$ cat src/hdl/dlseq_map.vh
`ifndef DLSEQ_MAP_VH
`define DLSEQ_MAP_VH

// ---------------------------------------------------------------
// timebase
// ---------------------------------------------------------------
`define DLSEQ_CLK_HZ        100000000
`define DLSEQ_TICK_MS       1
`define DLSEQ_TICK_CYC      ((`DLSEQ_CLK_HZ / 1000) * `DLSEQ_TICK_MS)

// ---------------------------------------------------------------
// sequence times in milliseconds
// ---------------------------------------------------------------
`define DLSEQ_PULSE_MS      20
`define DLSEQ_GAP_MS        200
`define DLSEQ_POWERUP_MS    6000
`define DLSEQ_LOCK_TMO_MS   20000

// ---------------------------------------------------------------
// release limits
// ---------------------------------------------------------------
`define DLSEQ_TEMP_MAX_C    40
`define DLSEQ_TEMP_W        8
`define DLSEQ_LEVEL_W       8

`endif

$ cat src/hdl/dlseq_ms_timer.v
`timescale 1ns/100ps
`include "dlseq_map.vh"

// millisecond down-counter, loaded with a duration, flags done
module dlseq_ms_timer #(
	parameter CNT_W = 16
) (
	// clock and reset
	input  wire             clk,
	input  wire             rst,
	// millisecond tick
	input  wire             tick,
	// control
	input  wire             load,
	input  wire [CNT_W-1:0] load_ms,
	// status
	output reg              done
);

	reg [CNT_W-1:0] cnt_r;

	always @(posedge clk) begin
		if (rst) begin
			cnt_r <= {CNT_W{1'b0}};
			done  <= 1'b1;
		end else if (load) begin
			cnt_r <= load_ms;
			done  <= 1'b0;
		end else if (tick && !done) begin
			if (cnt_r <= {{(CNT_W-1){1'b0}}, 1'b1}) begin
				cnt_r <= {CNT_W{1'b0}};
				done  <= 1'b1;
			end else begin
				cnt_r <= cnt_r - {{(CNT_W-1){1'b0}}, 1'b1};
			end
		end
	end

endmodule

$ cat src/hdl/dlseq_top.v
`timescale 1ns/100ps
`include "dlseq_map.vh"

// Overview of operation
// - one 20 ms lock pulse at start
// - no lock pulse before 6 s powered
// - main switch closed after lock pulse
// - two 20 ms release pulses, 200 ms apart
// - first release pulse keeps door locked
// - second pulse unlocks, opens main switch
// - release needs drum stationary
// - release needs level at or below door edge
// - release needs temperature at most 40 C
// - lock not achieved in 20 s raises alarm
module dlseq_top #(
	parameter TICK_CYC   = `DLSEQ_TICK_CYC,
	parameter POWERUP_MS = `DLSEQ_POWERUP_MS,
	parameter LOCK_TMO_MS = `DLSEQ_LOCK_TMO_MS,
	parameter [`DLSEQ_LEVEL_W-1:0] DOOR_EDGE_LVL = 8'h40
) (
	// clock and reset
	input  wire                       CLK,
	input  wire                       RST,
	// user requests
	input  wire                       START_PAUSE,
	input  wire                       PROG_END,
	input  wire                       ALARM_CLR,
	// sensors
	input  wire                       DRUM_MOVING,
	input  wire [`DLSEQ_LEVEL_W-1:0]  WATER_LEVEL,
	input  wire [`DLSEQ_TEMP_W-1:0]   WATER_TEMP,
	input  wire                       LOCK_SENSE,
	// solenoid and status
	output reg                        SOL_PULSE,
	output reg                        MAIN_SW_CLOSED,
	output reg                        DOOR_LOCKED,
	output reg                        RELEASE_PENDING,
	output reg                        DOOR_ALARM,
	output reg                        CYCLE_PAUSE
);

	// ---------------------------------------------------------------
	// states
	// ---------------------------------------------------------------
	localparam [6:0] S_IDLE  = 7'h01;
	localparam [6:0] S_WPWR  = 7'h02;
	localparam [6:0] S_LPUL  = 7'h04;
	localparam [6:0] S_LOCK  = 7'h08;
	localparam [6:0] S_RPUL1 = 7'h10;
	localparam [6:0] S_RGAP  = 7'h20;
	localparam [6:0] S_RPUL2 = 7'h40;

	localparam [15:0] PULSE_MS = `DLSEQ_PULSE_MS;
	localparam [15:0] GAP_MS   = `DLSEQ_GAP_MS;
	localparam [`DLSEQ_TEMP_W-1:0] TEMP_MAX = `DLSEQ_TEMP_MAX_C;

	reg  [6:0]  state_r;
	reg  [6:0]  state_nxt;
	reg  [31:0] div_r;
	reg         tick_r;
	reg  [15:0] pwr_ms_r;
	reg         pwr_ok_r;
	reg  [15:0] tmo_ms_r;
	reg         tmo_run_r;
	reg         sp_d_r;
	reg         rel_req_r;
	reg         tmr_load;
	reg  [15:0] tmr_ms;
	wire        tmr_done;
	wire        sp_edge;
	wire        rel_ok;

	assign sp_edge = START_PAUSE && !sp_d_r;

	assign rel_ok = !DRUM_MOVING && (WATER_LEVEL <= DOOR_EDGE_LVL) && (WATER_TEMP <= TEMP_MAX);

	// ---------------------------------------------------------------
	// millisecond timebase
	// ---------------------------------------------------------------
	// tick and power-up count
	always @(posedge CLK) begin
		if (RST) begin
			div_r    <= 32'h00000000;
			tick_r   <= 1'b0;
			pwr_ms_r <= 16'h0000;
			pwr_ok_r <= 1'b0;
		end else begin
			tick_r <= 1'b0;
			if (div_r >= TICK_CYC - 1) begin
				div_r  <= 32'h00000000;
				tick_r <= 1'b1;
			end else begin
				div_r <= div_r + 32'h00000001;
			end
			if (tick_r && !pwr_ok_r) begin
				if (pwr_ms_r >= POWERUP_MS - 1)
					pwr_ok_r <= 1'b1;
				else
					pwr_ms_r <= pwr_ms_r + 16'h0001;
			end
		end
	end

	dlseq_ms_timer #(
		.CNT_W   (16)
	) u_tmr (
		.clk     (CLK),
		.rst     (RST),
		.tick    (tick_r),
		.load    (tmr_load),
		.load_ms (tmr_ms),
		.done    (tmr_done)
	);

	// ---------------------------------------------------------------
	// sequencer
	// ---------------------------------------------------------------
	always @* begin
		state_nxt = state_r;
		tmr_load  = 1'b0;
		tmr_ms    = PULSE_MS;
		case (state_r)
			S_IDLE: begin
				if (sp_edge && !DOOR_ALARM)
					state_nxt = S_WPWR;
			end
			S_WPWR: begin
				if (pwr_ok_r) begin
					state_nxt = S_LPUL;
					tmr_load  = 1'b1;
				end
			end
			S_LPUL: begin
				if (tmr_done && !tmr_load)
					state_nxt = S_LOCK;
			end
			S_LOCK: begin
				if (rel_req_r && rel_ok) begin
					state_nxt = S_RPUL1;
					tmr_load  = 1'b1;
				end
			end
			S_RPUL1: begin
				if (tmr_done) begin
					state_nxt = S_RGAP;
					tmr_load  = 1'b1;
					tmr_ms    = GAP_MS - PULSE_MS;
				end
			end
			S_RGAP: begin
				// second pulse only if still all clear
				if (tmr_done && rel_ok) begin
					state_nxt = S_RPUL2;
					tmr_load  = 1'b1;
				end
			end
			S_RPUL2: begin
				if (tmr_done)
					state_nxt = S_IDLE;
			end
			default: state_nxt = S_IDLE;
		endcase
	end

	always @(posedge CLK) begin
		if (RST) begin
			state_r         <= S_IDLE;
			sp_d_r          <= 1'b0;
			rel_req_r       <= 1'b0;
			tmo_ms_r        <= 16'h0000;
			tmo_run_r       <= 1'b0;
			SOL_PULSE       <= 1'b0;
			MAIN_SW_CLOSED  <= 1'b0;
			DOOR_LOCKED     <= 1'b0;
			RELEASE_PENDING <= 1'b0;
			DOOR_ALARM      <= 1'b0;
			CYCLE_PAUSE     <= 1'b0;
		end else begin
			state_r <= state_nxt;
			sp_d_r  <= START_PAUSE;
			// end or pause while locked requests release
			if (state_r == S_LOCK && (PROG_END || sp_edge))
				rel_req_r <= 1'b1;
			else if (state_nxt == S_RPUL1)
				rel_req_r <= 1'b0;
			RELEASE_PENDING <= (state_nxt == S_LOCK) &&
				(rel_req_r || (state_r == S_LOCK && (PROG_END || sp_edge)));
			SOL_PULSE <= (state_nxt == S_LPUL) || (state_nxt == S_RPUL1) ||
				(state_nxt == S_RPUL2);
			// lock and switch change at the end of the lock pulse and of the second release pulse
			if (state_r == S_LPUL && state_nxt == S_LOCK) begin
				MAIN_SW_CLOSED <= 1'b1;
				DOOR_LOCKED    <= 1'b1;
			end else if (state_r == S_RPUL2 && state_nxt == S_IDLE) begin
				MAIN_SW_CLOSED <= 1'b0;
				DOOR_LOCKED    <= 1'b0;
			end
			if (state_r == S_IDLE && state_nxt == S_WPWR) begin
				tmo_run_r <= 1'b1;
				tmo_ms_r  <= 16'h0000;
			end else if (LOCK_SENSE || state_r == S_IDLE) begin
				tmo_run_r <= 1'b0;
			end else if (tmo_run_r && tick_r) begin
				if (tmo_ms_r >= LOCK_TMO_MS - 1) begin
					tmo_run_r   <= 1'b0;
					DOOR_ALARM  <= 1'b1;
					CYCLE_PAUSE <= 1'b1;
				end else begin
					tmo_ms_r <= tmo_ms_r + 16'h0001;
				end
			end
			// alarm set wins over clear
			if (ALARM_CLR && !(tmo_run_r && tick_r && tmo_ms_r >= LOCK_TMO_MS - 1)) begin
				DOOR_ALARM  <= 1'b0;
				CYCLE_PAUSE <= 1'b0;
			end
		end
	end

endmodule

$ cat config.mk
export PLATFORM = sky130hd
export DESIGN_NAME = dlseq_top
export DESIGN_NICKNAME = d
export VERILOG_FILES = /design/src/hdl/dlseq_ms_timer.v /design/src/hdl/dlseq_top.v
export VERILOG_INCLUDE_DIRS = /design/src /design/src/hdl
export SDC_FILE = /design/constraint.sdc
export NUM_CORES = 1
export LEC_CHECK = 0
export ABC_CLOCK_PERIOD_IN_PS = 2900
export BUFFER_PORTS_ARGS = -buffer_cell sky130_fd_sc_hd__buf_2
export CORE_UTILIZATION = 50
export DETAILED_ROUTE_END_ITERATION = 10
export PLACE_DENSITY = 0.75
export SYNTH_ARGS = -nofsm -noshare
export SYNTH_HDL_FRONTEND = slang
export SYNTH_SLANG_ARGS = --single-unit
$ cat constraint.sdc
create_clock -name CLK -period 2.9 [get_ports CLK]
set_input_delay 0.145 -clock CLK [delete_from_list [all_inputs] [get_ports CLK]]
set_output_delay 0.145 -clock CLK [all_outputs]
set_load 0.03 [all_outputs]
==> impl_metrics.yaml, run 1 <==
status:
  status: "finished, final reports clean"
synth:
  synth_top_area_share: 0.4502
  yosysMostFrequentCell: "dfxtp_1"
  synthArstFlopShare: 0
  synth-seq-cells: 97
  synthTopCellsByArea: "dfxtp_1 45%, nor2_1 5.7%, xnor2_1 4.1%"
  syn_area_mm2: 0.004313
  synth_common_cells: "97 x dfxtp_1, 65 x nor2_1, 40 x nand2_1"
  seq_area_frac_synth: 0.4502
  synth_cell_types: 55
  yosysTopAreaCell: "dfxtp_1"
  synth_warnings: 0
  synth_cells: 504
  dominantRegCellSynth: "dfxtp_1"
  avgSynthCellArea_um2: 8.557
  synth-edff-count: 0
sta:
  timing.hold.ws_ns: 0.009263
  fin_worst_skew_ns: 0.009189
  setup_viol: 0
  fin_crit_ns: 2.405
  final_hold_viol_count: 0
  max-slew-margin-rel: 0.5312
  setup_slack_ns: 0.4951
  setup_tns_ns: 0
  fin_crit_sh: 0.8293
  rsz0062_at_grt: "no"
  worst_slew_pin_slew_ns: 0.6938
  clock.fmax_mhz: 415.8
  slew_violations: 0
clocking:
  clk_pin_slew_worst_paths_ns: 0.09
  cts-resized-gates: 0
  cts_buffers: 9
  clockBufferDepth: 2
  post_cts_buffers: 0
  cts.htree.levels: 3
  cts_tree: "yes"
  cts.sinks: 97
  cts_root_buf: "clkbuf_8"
  hold_buffers: 0
  clk_latency_ns: 0.36
floorplanning:
  pin_count: 29
  core_area_mm2: 0.008299
  die_w_um: 94.88
  die_y_um: 94.88
  start_util: 0.5197
  die_area_mm2: 0.009001
  rows: 33
route:
  wl_um: 8569
  wl_per_cell_um: 13.02
  drt_iter0_drc: 241
  vias: 3709
  avgViaCountPerCell: 5.637
  drtAntennaViolNets: 0
  drtPass1Iterations: 4
  drc: 0
global_route:
  grt_usage: 0.2113
  grt.overflow.total: 0
  grt_pass1_vias: 3464
  antenna_found_initial: 0
  grt_max_degree: 40
  grt_pass1_wl_um: 15210
power_and_ir_drop:
  p_leak_nw: 1.764
  p_total_mw: 2.350
  power-per-cell-area_mw_per_mm2: 490.9
  peakVddDrop_mv: 0.2984
placement:
  place_area_mm2: 0.004614
  gp_congestion: 0.8427
  place_ws_ns: 0.5371
  dpl.cell_count: 642
  detailed_place_hpwl_um: 6021
  port_buffers: 28
layout:
  num-fill-cells: 761
  num_antenna_cells: 0
  layout-drive-gt1-share: 0.1212
  fin_cells: 658
  fin_util: 0.5768
  area_growth_syn_to_layout_pct: 11.00
  final_nets: 576
  stdcell_area_mm2: 0.004787
run:
  drv_cap: 0
setup_path:
  crit_buf_inv: 0
  path_max_fanout: 10
  critPathTopFamily: "simple AND/OR/NAND/NOR gates"
  worstPathCellList: "nor4_1 > or4b_1 > nor4_4 > a21oi_1 > nand3_2 > a21oi_1"
  setup.worst_path.class: "reg -> reg"
  arrival_ns: 2.65
  required_ns: 3.15
  critPathSlowestCell: "or4b_1"
  critPathMaxStageDelay_ns: 0.59
  critPathCaptureType: "register"
  cpMostUsedCell: "a21oi_1"
  start_kind: "register"
worst_hold_path:
  hold_path.class: "in -> reg"
[worst paths after layout]
| check | start | cells after the start | end | slack [ns] |
|---|---|---|---|---|
| hold reg to reg | pwr_ms_r[15] | 1 | pwr_ms_r[15] | 0.47 |
| setup / recovery | u_tmr.cnt_r[5] | 6 | u_tmr.cnt_r[15] | 0.50 |
| hold / removal | START_PAUSE | 2 | sp_d_r | 0.009 |
| setup reg to reg | u_tmr.cnt_r[5] | 6 | u_tmr.cnt_r[15] | 0.50 |
[layer usage]
metal,track usage,part of all wire,vias to the layer above,wire length [µm]
li1,-,-,1895,-
met1,0.2634,0.48,1743,4121
met2,0.3561,0.48,63,4086
met3,0.04428,0.029,8,252
met4,0.08081,0.013,0,108
met5,0,0,-,0
[cell usage in the layout (no fill, tap or decap), types with 9 or more instances in the layout]
cell	netlist	layout
dfxtp_1	97	97
nor2_1	65	65
nand2_1	40	40
a21oi_1	30	30
buf_2	3	28
o21ai_0	27	27
nor3_1	21	21
xnor2_1	20	20
nand3_1	19	19
nor4_1	17	17
nand4_1	15	15
conb_1	1	15
xor2_1	13	13
inv_1	11	11
and3_1	10	10
or3_1	10	10
a31oi_1	9	9
clkbuf_8	0	9
[logic make-up (layout without fill, tap and decap cells)]
kind of cell	count (synthesis)	count (layout)	synth area share
and+or+nand+nor	239	239	0.2924
AOI/OAI and AO/OA	103	103	0.1497
adders and majority gates	5	5	0.01451
DFF	97	97	0.4502
other	1	15	0.0008695
xor gates and xnor gates	33	33	0.06702
buffers and inverters	26	61	0.02524
[registers in the layout, indices dropped and copies added (netlist names)]
signal	cells
tick_r	1
state_r	7
u_tmr.cnt_r	16
u_tmr.done	1
CYCLE_PAUSE	1
tmo_ms_r	16
SOL_PULSE	1
pwr_ok_r	1
pwr_ms_r	16
RELEASE_PENDING	1
div_r	32
rel_req_r	1
DOOR_LOCKED	1
sp_d_r	1
tmo_run_r	1
[area by class of cell]
cell class,instances,area [µm²],share of cell area
Inverter,11,41.29,0.008625
Clock inverter,5,41.29,0.008625
Clock buffer,11,131.4,0.02744
Tap cell,105,131.4,0.02744
Timing Repair Buffer,34,185.2,0.03868
Multi-Input combinational cell,395,2315,0.4835
Sequential cell,97,1942,0.4056
[power by group]
group	switching (mW)	internal, mW
sequential	0.0201	1.36
clock	0.471	0.319
combinational	0.110	0.0745
total	0.601	1.75
Power figures use the tool's default switching activity.
==> run 2, diff against run 1 <==
--- a/config.mk
+++ b/config.mk
@@ -6,11 +6,11 @@
 export SDC_FILE = /design/constraint.sdc
 export NUM_CORES = 1
 export LEC_CHECK = 0
-export ABC_CLOCK_PERIOD_IN_PS = 2900
+export ABC_CLOCK_PERIOD_IN_PS = 1900
 export BUFFER_PORTS_ARGS = -buffer_cell sky130_fd_sc_hd__buf_2
 export CORE_UTILIZATION = 50
 export DETAILED_ROUTE_END_ITERATION = 10
-export PLACE_DENSITY = 0.75
+export PLACE_DENSITY = 0.78
 export SYNTH_ARGS = -nofsm -noshare
 export SYNTH_HDL_FRONTEND = slang
 export SYNTH_SLANG_ARGS = --single-unit
==> constraint.sdc (replaced) <==
create_clock -name CLK -period 1.9 [get_ports CLK]
set_input_delay 0.095 -clock CLK [delete_from_list [all_inputs] [get_ports CLK]]
set_output_delay 0.095 -clock CLK [all_outputs]
set_load 0.03 [all_outputs]
==> impl_metrics.yaml, run 2 (synthesized netlist as in run 1, its figures left out) <==
route:
  drtAntennaViolNets: 0
  top_layer: "met4"
  wl_um: 11320
  avgViaCountPerCell: 5.729
  vias: 4205
  drc: 0
  met1_length_um: 4783
  met2_wirelength_um: 5779
  drtPass1Iterations: 5
  wl_per_cell_um: 15.42
  drt_iter0_drc: 236
  routed-wl-met3_um: 492
floorplanning:
  pin_count: 29
  start_util: 0.5197
  rows: 33
  die_y_um: 94.88
  core_area_mm2: 0.008299
  die_area_mm2: 0.009001
  die_w_um: 94.88
placement:
  detailed_place_hpwl_um: 7398
  place_ws_ns: -0.3227
  gp_congestion: 0.9303
  port_buffers: 28
  dpl.cell_count: 702
setup_path:
  worstPathCellList: "or3_4 > or4b_4 > nor4_4 > buf_4 > buf_6 > nor3_2 > a21oi_1 > nor3_1"
  crit_buf_inv: 2
  crit_start: "u_tmr.cnt_r[2]"
  critPathSlowestCell: "or4b_4"
  required_ns: 2.14
  critPathCaptureType: "register"
  critPathTopFamily: "simple AND/OR/NAND/NOR gates"
  path_max_fanout: 3
  arrival_ns: 2.28
  start_kind: "register"
  critPathMaxStageDelay_ns: 0.53
  reg2reg_from: "u_tmr.cnt_r[2]"
  setup.worst_path.class: "reg -> reg"
global_route:
  grt_max_degree: 23
  antenna_found_initial: 0
  grt.overflow.total: 0
  grt_pass1_vias: 4023
  grt_usage: 0.2504
  grt_pass1_wl_um: 17810
sta:
  fin_crit_ns: 2.034
  max-slew-margin-rel: 0.6540
  slew_violations: 0
  rsz0062_at_grt: "yes"
  clock.fmax_mhz: 491.6
  setup_slack_ns: -0.1344
  setup_viol: 20
  fin_crit_sh: 1.071
  timing.hold.ws_ns: 0.02274
  final_hold_viol_count: 0
  fin_worst_skew_ns: 0.01316
  worst_slew_pin_slew_ns: 0.5182
clocking:
  clk_latency_ns: 0.37
  cts_root_buf: "clkbuf_8"
  cts.htree.levels: 3
  clk_pin_slew_worst_paths_ns: 0.11
  cts_buffers: 9
  clockBufferDepth: 2
  cts.sinks: 97
  cts_tree: "yes"
layout:
  layout-drive-gt1-share: 0.3243
  area_growth_syn_to_layout_pct: 34.41
  regMostFlops: "div_r"
  mostFrequentLayoutCell: "dfxtp_1"
  fin_cells: 734
  fin_util: 0.6985
  final_cell_mix: "89 x dfxtp_1, 76 x buf_4, 63 x nor2_1"
  largest_reg_flops: 32
  num_antenna_cells: 0
  final_nets: 652
status:
  status: "complete, but fails checks"
  failed_checks: "negative setup slack"
power_and_ir_drop:
  p_total_mw: 3.879
  p_leak_nw: 2.192
  peakVddDrop_mv: 0.4374
  power-per-cell-area_mw_per_mm2: 669.1
worst_hold_path:
  hold_path.class: "in -> reg"
  min-delay-start: "ALARM_CLR"
run:
  drv_cap: 0
## run 2: final timing paths
| check | slack, ns | depth (start not counted) | end |
|---|---|---|---|
| hold / removal | 0.02 | 3 | CYCLE_PAUSE |
| setup / recovery | -0.13 | 8 | u_tmr.cnt_r[1] |
| setup reg to reg | -0.13 | 8 | u_tmr.cnt_r[1] |
| hold reg to reg | 0.48 | 2 | DOOR_LOCKED |
## run 2: worst register-to-register path: stages, from the launching register on
cell and delay [ns]:
dfxtp_2 0.33, or3_4 0.38, or4b_4 0.53, nor4_4 0.22
buf_4 0.18, buf_6 0.09, nor3_2 0.03, a21oi_1 0.11
nor3_1 0.06
## run 2: what timing repair did
action	in CTS	in global routing
endpoints found under the hold margin	1	0
pin swaps	20	24
cloned	1	0
hold buffers	1	0
buffers inserted	5	9
endpoints found under the setup margin	41	63
resized for setup	43	39
## run 2: where the power goes
part / leakage [nW] / switching, mW / internal [mW]
registers: 0.792 / 0.0345 / 2.07
clock network: 0.105 / 0.830 / 0.530
logic: 1.29 / 0.224 / 0.188
total: 2.19 / 1.09 / 2.79
## run 2: layout make-up
cell class	count	area [µm²]
clock inverter	7	83.83
fill	622	2502
multi-input combinational	396	2699
timing repair buffer	109	765.7
sequential	97	1952
clock buffer	9	123.9
inverter	11	41.29
tap	105	131.4
## run 2: per-layer routing
metal / vias up / global-route usage
met5: - / 0
met2: 130 / 0.4353
met3: 31 / 0.03865
met1: 2000 / 0.3106
li1: 2044 / -
met4: 0 / 0.09343
## run 2: metrics by stage
stage / area, µm² / setup TNS [ns]
4_1_cts: 5542 / -1.504
5_1_grt: 5797 / -3.894
6_report: 5797 / -1.656
3_3_place_gp: 5091 / -2.335
2_1_floorplan: 4392 / -0.4469
3_5_place_dp: 5091 / -4.282
==> run 3, diff against run 2 <==
--- a/config.mk
+++ b/config.mk
@@ -8,6 +8,7 @@
 export LEC_CHECK = 0
 export ABC_CLOCK_PERIOD_IN_PS = 1900
 export BUFFER_PORTS_ARGS = -buffer_cell sky130_fd_sc_hd__buf_2
+export CORE_ASPECT_RATIO = 2
 export CORE_UTILIZATION = 50
 export DETAILED_ROUTE_END_ITERATION = 10
 export PLACE_DENSITY = 0.78
==> impl_metrics.yaml, run 3 (synthesized netlist as in run 1, its figures left out) <==
status:
  status: "complete, but fails checks"
  failed_checks: "negative setup slack"
power_and_ir_drop:
  peakVddDrop_mv: 0.6950
  power-per-cell-area_mw_per_mm2: 751.4
  p_total_mw: 4.411
  p_leak_nw: 2.294
run:
  drv_cap: 0
layout:
  area_growth_syn_to_layout_pct: 36.12
  regMostFlops: "div_r"
  seq_area_mm2: 0.001956
  final_cell_mix: "86 x dfxtp_1, 78 x buf_4, 60 x nor2_1"
  multi_input_area_mm2: 0.002651
  fin_cells: 730
  num_antenna_cells: 0
  largest_reg_flops: 32
  fin_util: 0.7080
  final_nets: 655
  mostFrequentLayoutCell: "dfxtp_1"
  num-fill-cells: 610
  layout-drive-gt1-share: 0.3244
placement:
  gp_congestion: 0.9377
  port_buffers: 28
  detailed_place_hpwl_um: 8051
  dpl.cell_count: 706
  place_ws_ns: -0.3734
route:
  drtAntennaViolNets: 0
  avgViaCountPerCell: 5.842
  wl_um: 11500
  drc: 0
  drtPass1Iterations: 4
  wl_per_cell_um: 15.75
  drt_iter0_drc: 191
  vias: 4265
sta:
  final_hold_viol_count: 0
  max-slew-margin-rel: 0.6643
  fin_worst_skew_ns: 0.006291
  slew_violations: 0
  fin_crit_ns: 2.034
  clock.fmax_mhz: 491.7
  setup_viol: 20
  setup_slack_ns: -0.1339
  rsz0062_at_grt: "yes"
  worst_slew_pin_slew_ns: 0.5023
  fin_crit_sh: 1.070
worst_hold_path:
  hold_path.class: "in -> reg"
global_route:
  grt_max_degree: 25
  grt_pass1_wl_um: 17860
  grt_usage: 0.2624
  grt_pass1_vias: 4206
  grt.overflow.total: 0
  antenna_found_initial: 0
setup_path:
  crit_buf_inv: 1
  setup.worst_path.class: "reg -> reg"
  worstPathCellList: "or3_4 > or4b_4 > buf_6 > or3_2 > a21oi_1"
  path_max_fanout: 3
  arrival_ns: 2.32
  critPathTopFamily: "simple AND/OR/NAND/NOR gates"
  start_kind: "register"
  critPathSlowestCell: "or4b_4"
  required_ns: 2.18
  critPathCaptureType: "register"
  critPathMaxStageDelay_ns: 0.53
clocking:
  clockBufferDepth: 2
  cts_root_buf: "clkbuf_16"
  cts_tree: "yes"
  cts_buffers: 9
  cts.sinks: 97
  clk_latency_ns: 0.35
  cts.htree.levels: 3
  clk_pin_slew_worst_paths_ns: 0.07
floorplanning:
  core_area_mm2: 0.008292
  pin_count: 29
  rows: 47
  die_area_mm2: 0.009023
  die_w_um: 67.67
  die_y_um: 133.3
  start_util: 0.5201
==> run 3: path summary, 6_finish.rpt <==
kind | start | to | slack, ns | cells after the start
max | u_tmr.cnt_r[3] | u_tmr.cnt_r[11] | -0.13 | 5
min | ALARM_CLR | CYCLE_PAUSE | 0.02 | 3
max reg2reg | u_tmr.cnt_r[3] | u_tmr.cnt_r[11] | -0.13 | 5
min reg2reg | pwr_ms_r[14] | pwr_ms_r[14] | 0.48 | 1
==> run 3: worst register-to-register path: stages (launching register included) <==
cell and delay (ns):
dfxtp_2 0.32, or3_4 0.39, or4b_4 0.53, buf_6 0.15
or3_2 0.45, a21oi_1 0.13
==> run 3: cell type report <==
type                            count  share of cell area
Clock buffer                       11             0.04305
Clock inverter                      5             0.01044
Inverter                           11            0.007033
Multi-Input combinational cell    396              0.4516
Sequential cell                    97              0.3331
Tap cell                           98             0.02089
Timing Repair Buffer              112              0.1338
==> run 3: what timing repair did <==
action                                 CTS  global route
endpoints found under the hold margin    1             0
pin swaps                               17            23
hold buffers                             1             0
gates resized for setup                 26            59
gates cloned                             1             2
setup endpoints to repair               44            61
buffers inserted                         3             2
==> run 3: metrics by stage <==
stage | hold WS [ns] | instance area (µm²) | TNS (ns)
2_1_floorplan | 0.2232 | 4392 | -0.4469
3_3_place_gp | 0.3306 | 5165 | -3.055
3_5_place_dp | 0.3538 | 5165 | -4.090
4_1_cts | 0.01485 | 5619 | -2.475
5_1_grt | 0.03283 | 5871 | -2.808
6_report | 0.01909 | 5871 | -1.443
==> run 3: report_power, final <==
| part | internal [mW] | switching, mW | leakage, nW | total [mW] |
|---|---|---|---|---|
| sequential | 2.07 | 0.0242 | 0.794 | 2.10 |
| clock | 1.10 | 0.797 | 0.157 | 1.90 |
| combinational | 0.195 | 0.222 | 1.34 | 0.417 |
==> run 3: routing by layer <==
layer	track usage	wire, µm	vias up
met5	0	0	-
met4	0.1596	519	0
met3	0.05479	415	52
met2	0.5000	6638	121
met1	0.2297	3922	2038
li1	-	-	2054
